## src/core/vr_serial_register_status_map.vh

```
// register indices, field positions, reset values and thresholds for the
// regulator's upper register file and primary status register.
// assumes a decoded command port driven by the serial bus frame logic.
`ifndef VR_SERIAL_REGISTER_STATUS_MAP_VH
`define VR_SERIAL_REGISTER_STATUS_MAP_VH

`define IDX_PRIMARY_STATUS      8'h10
`define IDX_MAX_OUTPUT_CODE     8'h30
`define IDX_OUTPUT_CODE_SETTING 8'h31
`define IDX_POWER_STATE         8'h32
`define IDX_OUTPUT_CODE_OFFSET  8'h33
`define IDX_MULTI_REG_CONFIG    8'h34
`define IDX_INDIRECT_SCRATCH    8'h35

`define RST_MAX_OUTPUT_CODE     8'hfb
`define RST_ZERO                8'h00

`define BIT_SETTLED             0
`define BIT_THERMAL             1
`define BIT_OVERCURRENT         2
`define BIT_SEC_CHANGED         7

// fixed thermal reference in binary degrees (+100 C)
`define MAX_TEMPERATURE         8'h64
// alert threshold percentage of the reference
`define THERMAL_ALERT_PCT       8'h61

// command codes on the decoded command port
`define CMD_SET_OUTPUT_CODE     3'h1
`define CMD_READ_REGISTER       3'h2
`define CMD_WRITE_REGISTER      3'h3
`define CMD_SET_INDEX           3'h4
`define CMD_WRITE_INDEXED       3'h5

// acknowledge codes
`define ACK_OK                  2'h1
`define ACK_NOT_SUPPORTED       2'h2
`define ACK_REJECT              2'h3

`endif

```

## src/core/vr_serial_register_status.v

```verilog
// upper register file (indices 30h-35h) and primary status register (10h)
// of a voltage regulator's serial output-code interface.
// assumes frame decode and parity are handled outside; one command per
// cmd_valid_in pulse, answered on the next clock edge.
`timescale 1ns/1ps
`default_nettype none
`include "vr_serial_register_status_map.vh"

module vr_serial_register_status #(
    parameter CODE_W = 8                          // register and code width
) (
    input  wire              clk_sys_in,          // system clock, 250 MHz
    input  wire              rst_in,              // synchronous reset, high
    input  wire              cmd_valid_in,        // command strobe, one cycle
    input  wire [2:0]        cmd_code_in,         // decoded command
    input  wire [7:0]        cmd_index_in,        // register index
    input  wire [CODE_W-1:0] cmd_data_in,         // command payload
    input  wire              output_in_window_in, // output within 10mV of target
    input  wire [7:0]        temp_zone_in,        // measured temperature zone bits
    input  wire              overcurrent_in,      // live overcurrent condition
    input  wire              secondary_status_changed_in, // secondary status nonzero
    input  wire              modulator_ps_wr_in,  // modulator writes power state
    input  wire [CODE_W-1:0] modulator_ps_in,     // power state from modulator
    output reg               ack_valid_out,       // answer strobe, one cycle
    output reg  [1:0]        ack_code_out,        // answer code
    output reg  [CODE_W-1:0] rd_data_out,         // read data
    output reg  [CODE_W-1:0] output_code_target_out, // offset-adjusted code
    output reg  [CODE_W-1:0] multi_reg_config_out,   // configuration bits
    output reg  [CODE_W-1:0] power_state_out,     // programmed power state
    output reg               alert_n_out          // alert toward master, active low
);

    reg  [CODE_W-1:0] max_code_r;
    reg  [CODE_W-1:0] code_setting_r;
    reg  [CODE_W-1:0] offset_r;
    reg  [7:0]        scratch_r;
    reg               settle_pending_r;
    reg               settled_r;
    reg               oc_latched_r;
    reg  [7:0]        status_seen_r;
    reg  [7:0]        status_now;
    reg  [7:0]        rd_mux;
    reg               rd_hit;
    reg               wr_en;
    reg  [7:0]        wr_index;
    wire              thermal_now;
    wire              status_read;
    wire              code_req;
    wire [CODE_W:0]   code_sum;
    wire              rd_cmd;
    wire              code_accept;
    wire              set_index;
    wire [7:0]        status_diff;
    reg               wr_hit;

    reg  [CODE_W-1:0] max_code_nxt;
    reg  [CODE_W-1:0] code_setting_nxt;
    reg  [CODE_W-1:0] power_state_nxt;
    reg  [CODE_W-1:0] offset_nxt;
    reg  [CODE_W-1:0] config_nxt;
    reg  [7:0]        scratch_nxt;
    reg               settle_pending_nxt;
    reg               settled_nxt;
    reg               oc_latched_nxt;
    reg  [7:0]        status_seen_nxt;
    reg  [1:0]        ack_code_nxt;
    reg  [CODE_W-1:0] rd_data_nxt;
    reg               alert_n_nxt;
    genvar            gi;

    // zone bit 6 is the 97 percent comparator trip against the reference
    assign thermal_now = temp_zone_in[6];
    assign status_read = cmd_valid_in && cmd_code_in == `CMD_READ_REGISTER
                         && cmd_index_in == `IDX_PRIMARY_STATUS;
    assign code_req    = cmd_valid_in && cmd_code_in == `CMD_SET_OUTPUT_CODE;
    // offset sign-extended; wrap is left to the caller's range check
    assign code_sum    = {1'b0, code_setting_r} + {offset_r[CODE_W-1], offset_r};
    assign rd_cmd      = cmd_valid_in && cmd_code_in == `CMD_READ_REGISTER;
    // a code equal to the limit is still accepted; only codes above it are refused
    assign code_accept = code_req && cmd_data_in <= max_code_r;
    assign set_index   = cmd_valid_in && cmd_code_in == `CMD_SET_INDEX;

    always @* begin
        status_now = 8'h00;
        status_now[`BIT_SETTLED]     = settled_r;
        status_now[`BIT_THERMAL]     = thermal_now;
        status_now[`BIT_OVERCURRENT] = oc_latched_r;
        status_now[`BIT_SEC_CHANGED] = secondary_status_changed_in;
    end

    always @* begin
        wr_en    = 1'b0;
        wr_index = cmd_index_in;
        if (cmd_valid_in && cmd_code_in == `CMD_WRITE_REGISTER) begin
            wr_en = 1'b1;
        end else if (cmd_valid_in && cmd_code_in == `CMD_WRITE_INDEXED) begin
            wr_en    = 1'b1;
            wr_index = scratch_r;
        end
    end

    always @* begin
        rd_hit = 1'b1;
        case (cmd_index_in)
            `IDX_PRIMARY_STATUS:      rd_mux = status_now;
            `IDX_MAX_OUTPUT_CODE:     rd_mux = max_code_r;
            `IDX_OUTPUT_CODE_SETTING: rd_mux = code_setting_r;
            `IDX_POWER_STATE:         rd_mux = power_state_out;
            `IDX_OUTPUT_CODE_OFFSET:  rd_mux = offset_r;
            `IDX_MULTI_REG_CONFIG:    rd_mux = multi_reg_config_out;
            `IDX_INDIRECT_SCRATCH:    rd_mux = scratch_r;
            default: begin
                rd_mux = 8'h00;
                rd_hit = 1'b0;
            end
        endcase
    end

    // one change detector per status bit; reserved bits compare zero to zero
    generate
        for (gi = 0; gi < 8; gi = gi + 1) begin : g_status_diff
            assign status_diff[gi] = status_now[gi] ^ status_seen_r[gi];
        end
    endgenerate

    // only the six indices of this block take writes; everything else refuses
    always @* begin
        case (wr_index)
            `IDX_MAX_OUTPUT_CODE,
            `IDX_OUTPUT_CODE_SETTING,
            `IDX_POWER_STATE,
            `IDX_OUTPUT_CODE_OFFSET,
            `IDX_MULTI_REG_CONFIG,
            `IDX_INDIRECT_SCRATCH: wr_hit = 1'b1;
            default:               wr_hit = 1'b0;
        endcase
    end

    // the limit only ever moves on a master write
    always @* begin
        max_code_nxt = max_code_r;
        if (wr_en && wr_index == `IDX_MAX_OUTPUT_CODE) begin
            max_code_nxt = cmd_data_in;
        end
    end

    always @* begin
        code_setting_nxt = code_setting_r;
        if (code_accept) begin
            code_setting_nxt = cmd_data_in;
        end else if (wr_en && wr_index == `IDX_OUTPUT_CODE_SETTING) begin
            code_setting_nxt = cmd_data_in;
        end
    end

    // a master write beats a modulator write landing in the same cycle
    always @* begin
        power_state_nxt = power_state_out;
        if (wr_en && wr_index == `IDX_POWER_STATE) begin
            power_state_nxt = cmd_data_in;
        end else if (modulator_ps_wr_in) begin
            power_state_nxt = modulator_ps_in;
        end
    end

    always @* begin
        offset_nxt = offset_r;
        if (wr_en && wr_index == `IDX_OUTPUT_CODE_OFFSET) begin
            offset_nxt = cmd_data_in;
        end
    end

    always @* begin
        config_nxt = multi_reg_config_out;
        if (wr_en && wr_index == `IDX_MULTI_REG_CONFIG) begin
            config_nxt = cmd_data_in;
        end
    end

    // the set-index command and a plain write to the scratch index both load it
    always @* begin
        scratch_nxt = scratch_r;
        if (set_index) begin
            scratch_nxt = cmd_data_in;
        end else if (wr_en && wr_index == `IDX_INDIRECT_SCRATCH) begin
            scratch_nxt = cmd_data_in;
        end
    end

    // settled falls on every accepted code and rises only once the output has
    // come into the window; no timer here, the window input is trusted as is
    always @* begin
        settle_pending_nxt = settle_pending_r;
        settled_nxt        = settled_r;
        if (code_accept) begin
            settle_pending_nxt = 1'b1;
            settled_nxt        = 1'b0;
        end else if (!output_in_window_in) begin
            settled_nxt = 1'b0;
        end else if (settle_pending_r) begin
            settle_pending_nxt = 1'b0;
            settled_nxt        = 1'b1;
        end
    end

    // a live condition wins over the refresh of a status read in one cycle
    always @* begin
        oc_latched_nxt = oc_latched_r;
        if (overcurrent_in) begin
            oc_latched_nxt = 1'b1;
        end else if (status_read) begin
            oc_latched_nxt = 1'b0;
        end
    end

    // one command per cycle, so the refusal causes below never meet
    always @* begin
        ack_code_nxt = `ACK_OK;
        if (code_req && !code_accept) begin
            ack_code_nxt = `ACK_NOT_SUPPORTED;
        end else if (wr_en && !wr_hit) begin
            ack_code_nxt = `ACK_REJECT;
        end else if (rd_cmd && !rd_hit) begin
            ack_code_nxt = `ACK_REJECT;
        end
    end

    // read data holds between reads so the master may pick it up late
    always @* begin
        rd_data_nxt = rd_data_out;
        if (rd_cmd) begin
            rd_data_nxt = rd_mux;
        end
    end

    // the alert holds until a status read; a window or overcurrent input change in the read cycle
    // shows up one cycle later, while thermal and secondary changes there are captured with no alert
    always @* begin
        status_seen_nxt = status_seen_r;
        alert_n_nxt     = alert_n_out;
        if (status_read) begin
            status_seen_nxt = status_now;
            alert_n_nxt     = 1'b1;
        end else if (|status_diff) begin
            alert_n_nxt = 1'b0;
        end
    end

    // all state moves here; the blocks above only compute next values
    always @(posedge clk_sys_in) begin
        if (rst_in) begin
            max_code_r             <= `RST_MAX_OUTPUT_CODE;
            code_setting_r         <= `RST_ZERO;
            power_state_out        <= `RST_ZERO;
            offset_r               <= `RST_ZERO;
            multi_reg_config_out   <= `RST_ZERO;
            scratch_r              <= `RST_ZERO;
            settle_pending_r       <= 1'b0;
            settled_r              <= 1'b0;
            oc_latched_r           <= 1'b0;
            status_seen_r          <= 8'h00;
            ack_valid_out          <= 1'b0;
            ack_code_out           <= 2'h0;
            rd_data_out            <= 8'h00;
            output_code_target_out <= 8'h00;
            alert_n_out            <= 1'b1;
        end else begin
            max_code_r             <= max_code_nxt;
            code_setting_r         <= code_setting_nxt;
            power_state_out        <= power_state_nxt;
            offset_r               <= offset_nxt;
            multi_reg_config_out   <= config_nxt;
            scratch_r              <= scratch_nxt;
            settle_pending_r       <= settle_pending_nxt;
            settled_r              <= settled_nxt;
            oc_latched_r           <= oc_latched_nxt;
            status_seen_r          <= status_seen_nxt;
            ack_valid_out          <= cmd_valid_in;
            ack_code_out           <= ack_code_nxt;
            rd_data_out            <= rd_data_nxt;
            output_code_target_out <= code_sum[CODE_W-1:0];
            alert_n_out            <= alert_n_nxt;
        end
    end

endmodule
`default_nettype wire

```

## config.mk

```make
export PLATFORM = sky130hd
export DESIGN_NAME = vr_serial_register_status
export DESIGN_NICKNAME = d
export VERILOG_FILES = /design/src/core/vr_serial_register_status.v
export VERILOG_INCLUDE_DIRS = /design/src /design/src/core
export SDC_FILE = /design/constraint.sdc
export NUM_CORES = 1
export LEC_CHECK = 0
export BUFFER_PORTS_ARGS = -buffer_cell sky130_fd_sc_hd__buf_2
export CAP_MARGIN = 30
export CORE_UTILIZATION = 56
export DETAILED_ROUTE_END_ITERATION = 7
export GPL_ROUTABILITY_DRIVEN = 1
export PLACE_DENSITY = 0.8
export SLEW_MARGIN = 25
export SYNTH_ARGS = -nofsm -noshare
export SYNTH_HDL_FRONTEND = slang
export SYNTH_SLANG_ARGS = --single-unit
```

## constraint.sdc

```tcl
create_clock -name clk_sys_in -period 2.7 [get_ports clk_sys_in]
set_input_delay 0.81 -clock clk_sys_in [delete_from_list [all_inputs] [get_ports clk_sys_in]]
set_output_delay 0.81 -clock clk_sys_in [all_outputs]
set_load 0.03 [all_outputs]
```

After elaboration in Yosys (flattened, before gate mapping)
Cells that the tools add are included.
{"block": "op_classes", "n_lt_le_gt_ge": 1, "eq_ne": 18, "mux": 20, "n_addsub": 1, "bitwise_logic": 5, "n_reduce_logical": 30}
{"op": "8-bit by 6-bit == test with 1-bit output (second input constant)", "n": 12}
{"op": "8-bit two-way mux", "n": 8}
{"op": "8-bit one-hot mux with 7 select lines", "n": 1}
{"op": "1-bit logical AND", "n": 16}
{"op": "2-bit nonzero test", "n": 5}
{"op": "8-bit adder", "n": 1}
{"op": "8-bit by 5-bit == test with 1-bit output (second input constant)", "n": 1}
{"op": "8-bit less-or-equal comparator", "n": 1}
{"op": "1-bit two-way mux", "n": 8}
{"op": "7-bit OR reduction", "n": 1}
{"op": "3-bit by 2-bit == test with 1-bit output (second input constant)", "n": 2}
{"op": "3-bit == test (second input constant)", "n": 2}
{"op": "2-bit two-way mux", "n": 3}
{"op": "6-bit OR reduction", "n": 1}
{"op": "2-bit OR reduction", "n": 2}
{"op": "4-bit OR reduction", "n": 1}
{"op": "1-bit bitwise XOR", "n": 4}
{"op": "3-bit by 1-bit == test with 1-bit output (second input constant)", "n": 1}
{"op": "1-bit zero test", "n": 3}
{"op": "3-bit OR reduction", "n": 1}
{"op": "1-bit inverter", "n": 1}
{"block": "word_totals", "in_bits": 42, "word_cells": 91, "reg_bits": 75, "out_inout_bits": 36}

Logic depth before layout (Yosys ltp)
{"block": "depth", "depth_word": 11, "mapped_depth": 8, "mapped_depth_nobuf": 8}

Worst setup path after synthesis
No wires, ideal clock.
{"block": "synth_timing", "path_kind": "in2reg", "startpoint": "input port cmd_data_in[1]", "endpoint": "register code_setting_r[0]", "path_buffers": 1, "setup_slack_ns": 0.523, "t_arrival_ns": 2.053, "path_stages": 7, "setup_ns": 0.124, "required_ns": 2.576, "cell_sequence": "ha_1 nor2b_1 o211ai_1 a21oi_1 o31a_1 buf_2 mux2i_1"}
{"block": "synth_between", "elab_chain_len": 3, "elab_cells_between_ends": 4, "cone_classes": "order compare: 1; mux: 1; reduce/logical: 2"}
{"item": "start: declaration", "line": "vr_serial_register_status.v:17", "rtl": "input wire [CODE_W-1:0] cmd_data_in,"}
{"item": "8-bit less-or-equal comparator (*)", "line": "vr_serial_register_status.v:80", "rtl": "assign code_accept = code_req && cmd_data_in <= max_code_r;"}
{"item": "1-bit logical AND (*)", "line": "vr_serial_register_status.v:80"}
{"item": "8-bit two-way mux or 2-bit nonzero test (tied branches)"}
{"item": "end signal: assignment", "line": "vr_serial_register_status.v:253", "rtl": "code_setting_r <= `RST_ZERO;"}
{"item": "end signal: assignment", "line": "vr_serial_register_status.v:269", "rtl": "code_setting_r <= code_setting_nxt;"}
{"item": "end: declaration", "line": "vr_serial_register_status.v:34", "rtl": "reg [CODE_W-1:0] code_setting_r;"}
Mark *: on every way between the ends. The rest lies on a longest branch, timed or not.
A chain may end at the register's enable or synchronous reset.

Worst setup path in the final report
{"block": "layout_timing", "startpoint": "input port cmd_data_in[5]", "endpoint": "register code_setting_r[3]"}
Same word-level chain as after synthesis.

==> impl_metrics.env <==
export IMPL_status="complete, no violations"
export IMPL_final_util_pct=66.6
export IMPL_cts_resized=0
export IMPL_dp_hpwl_um=7680
export IMPL_ios=78
export IMPL_ys_types=69
export IMPL_max_freq_mhz=453
export IMPL_met2_usage_pct=48.6
export IMPL_avgRoutedWirePerCell_um=16.8
export IMPL_rsz0062_at_grt="false"
export IMPL_start_kind="input pin"
export IMPL_ys_seq_elements=75
export IMPL_final_cells=624
export IMPL_p_leak_nw=2.05
export IMPL_clkTransAtPathRegs_ns=0.08
export IMPL_crit_slowest_cell="or2_1"
export IMPL_numClockSinks=75
export IMPL_cts_buffers=9
export IMPL_cp_required_ns=2.97
export IMPL_coreArea_um2=7210
export IMPL_dp_cells=608
export IMPL_portBuffers=70
export IMPL_drive_gt1_share_pct=25.1
export IMPL_synthTopCellsByCount="dfxtp_1 (75), nor2_1 (48), mux2i_1 (38)"
export IMPL_synth_edff_count=0
export IMPL_slew_violations=0
export IMPL_max_slew_margin_pct=49.4
export IMPL_yosysMostFrequentCell="dfxtp_1"
export IMPL_row_count=31
export IMPL_end_kind="flip-flop"
export IMPL_gr_total_overflow=0
export IMPL_hp_class="reg2reg"
export IMPL_skew_ns=0.0116
export IMPL_worst_slew_pin_slew_ns=0.759
export IMPL_peakVddDrop_uv=288
export IMPL_grt_busiest_layer="met2"
export IMPL_holdBufCountCts=0
export IMPL_first_pass_iters=5
export IMPL_die_w_um=88.2
export IMPL_syn_cell_area_um2=4160
export IMPL_finalSetupViolations=0
export IMPL_arrival_ns=2.48
export IMPL_cap_violations=0
export IMPL_use_met1_pct=35.4
export IMPL_post_cts_buffers=0
export IMPL_initial_core_util_pct=57.7
export IMPL_syn_area_per_cell_um2=9.21
export IMPL_grt_pass1_vias=3388
export IMPL_yosysTopAreaCell="dfxtp_1"
export IMPL_fill_cells=602
export IMPL_fin_crit_ns=2.21
export IMPL_die_h_um=88.2
export IMPL_async_flop_share_pct=0
export IMPL_cp_cell_sequence="buf_2, ha_1, nand4_1, or2_1, o211a_1, o31a_1, buf_4, mux2i_1"
export IMPL_nets=578
export IMPL_yosys_area_top_type_share_pct=36.1
export IMPL_yosysSeqAreaShare_pct=36.1
export IMPL_holdCritStartpoint="rd_data_out[2]$_SDFFE_PP0P_"
export IMPL_setup_tns_final_ns=0
export IMPL_gp_congestion=0.936
export IMPL_hold_viol_final=0
export IMPL_grt_max_degree=43
export IMPL_clk_latency_ns=0.35
export IMPL_die_area_um2=7780
export IMPL_antenna_cells=0
export IMPL_design_area_um2=4800
export IMPL_synth_flop_cell="dfxtp_1"
export IMPL_vias=3743
export IMPL_crit_type="in2reg"
export IMPL_syn_nets=510
export IMPL_critPathMaxStageDelay_ns=0.33
export IMPL_cts_root_buf="clkbuf_8"
export IMPL_yosys_warnings=0
export IMPL_cts_max_level=3
export IMPL_via_per_inst=6.00
export IMPL_drc_errors=0
export IMPL_drt_iter0_markers=310
export IMPL_power_density_nw_per_um2=473
export IMPL_r2r_start="max_code_r[7]$_SDFFE_PP1P_"
export IMPL_grt_use_total_pct=28.3
export IMPL_cts_tree="done"
export IMPL_antenna_found_initial=0
export IMPL_cp_max_fo=8
export IMPL_syn_inst=452
export IMPL_grt_use_met3_pct=4.15
export IMPL_synth_area_top_cells="dfxtp_1 (36%), mux2i_1 (9.1%), mux2_2 (4.6%), ha_1 (4.5%), nor2_1 (4.3%)"
export IMPL_area_growth_pct=15.4
export IMPL_period_share_pct=81.7
export IMPL_cts_buffer_depth=2
export IMPL_place_area_um2=4610
export IMPL_grt_first_pass_wirelength_um=16600
export IMPL_crit_start="cmd_data_in[5]"
export IMPL_ant_nets=0
export IMPL_totalWireLength_um=10500
placed cells by master (no fill, tap or decap), drive strengths merged, types with 3 or more instances in the layout:
| cell | instances |
|---|---|
| a211o | 6 |
| a21o | 3 |
| a21oi | 30 |
| a22oi | 7 |
| a31oi | 3 |
| buf | 81 |
| clkbuf | 12 |
| dfxtp | 75 |
| ha | 15 |
| inv | 14 |
| mux2 | 18 |
| mux2i | 38 |
| mux4 | 4 |
| nand2 | 22 |
| nand2b | 22 |
| nand3 | 14 |
| nand4 | 12 |
| nor2 | 49 |
| nor2b | 12 |
| nor3 | 8 |
| nor3b | 7 |
| o21ai | 17 |
| o22ai | 3 |
| or3 | 3 |
| xor2 | 4 |
area by class of cell:
cell class / count / area, um2 / area share [%]
sequential: 75 / 1500 / 31.3
inverter: 14 / 52.6 / 1.09
clock inverter: 4 / 50.0 / 1.04
tap: 99 / 124 / 2.58
clock buffer: 12 / 145 / 3.02
timing repair buffer: 81 / 445 / 9.27
multi-input combinational: 339 / 2480 / 51.7
final timing paths:
path	end	slack, ns	cells after the start
hold / removal	rd_data_out[2]$_SDFFE_PP0P_	0.46	2
setup / recovery	code_setting_r[3]$_SDFFE_PP0P_	0.49	8
setup reg to reg	code_setting_r[3]$_SDFFE_PP0P_	0.63	8
hold reg to reg	rd_data_out[2]$_SDFFE_PP0P_	0.46	2
critical path, delay by kind of cell:
family,cells,cell delay [ns]
AND/OR/NAND/NOR,2,0.49
buffers and inverters,2,0.34
AO/OA/AOI/OAI,2,0.33
adder cells (fa/ha/maj),1,0.32
multiplexers,1,0.18
power breakdown:
part           internal, W  leakage (nW)  switching, W
logic             0.000102          1.35      0.000156
registers          0.00113         0.608     0.0000149
clock network     0.000452        0.0926      0.000423
total              0.00168          2.05      0.000594
routing by layer:
metal | up-vias | routed length (um)
li1 | 1775 | -
met1 | 1770 | 4550
met2 | 166 | 5010
met3 | 32 | 591
met4 | 0 | 325
met5 | - | 0
kinds of logic (layout without fill, tap and decap cells):
group                      after synthesis  in the layout  share of synthesized area (%)
AOI/OAI and AO/OA                       89             89                           14.7
xor gates and xnor gates                 6              6                           1.26
buffers and inverters                   38            111                           4.21
adders and majority gates               16             16                           4.99
muxes                                   60             60                           16.2
DFF                                     75             75                           36.1
and+or+nand+nor                        168            168                           22.6
per-stage QoR:
step	setup WS (ns)	hold slack, ns	total power (W)
detailed placement	0.172	0.448	0.00142
global route	0.421	0.485	0.00235
CTS	0.536	0.458	0.00227
finish	0.493	0.458	0.00227
global placement	0.213	0.442	0.00141
floorplan	0.523	0.448	0.00133
state kept, by name, summed over array words and instances, names as in the netlist:
name	cells
status_seen_r	4
multi_reg_config_out	8
rd_data_out	8
settle_pending_r	1
power_state_out	8
settled_r	1
ack_code_out	2
offset_r	8
oc_latched_r	1
alert_n_out	1
output_code_target_out	8
max_code_r	8
ack_valid_out	1
code_setting_r	8
scratch_r	8
(Power assumes the default switching activity.)
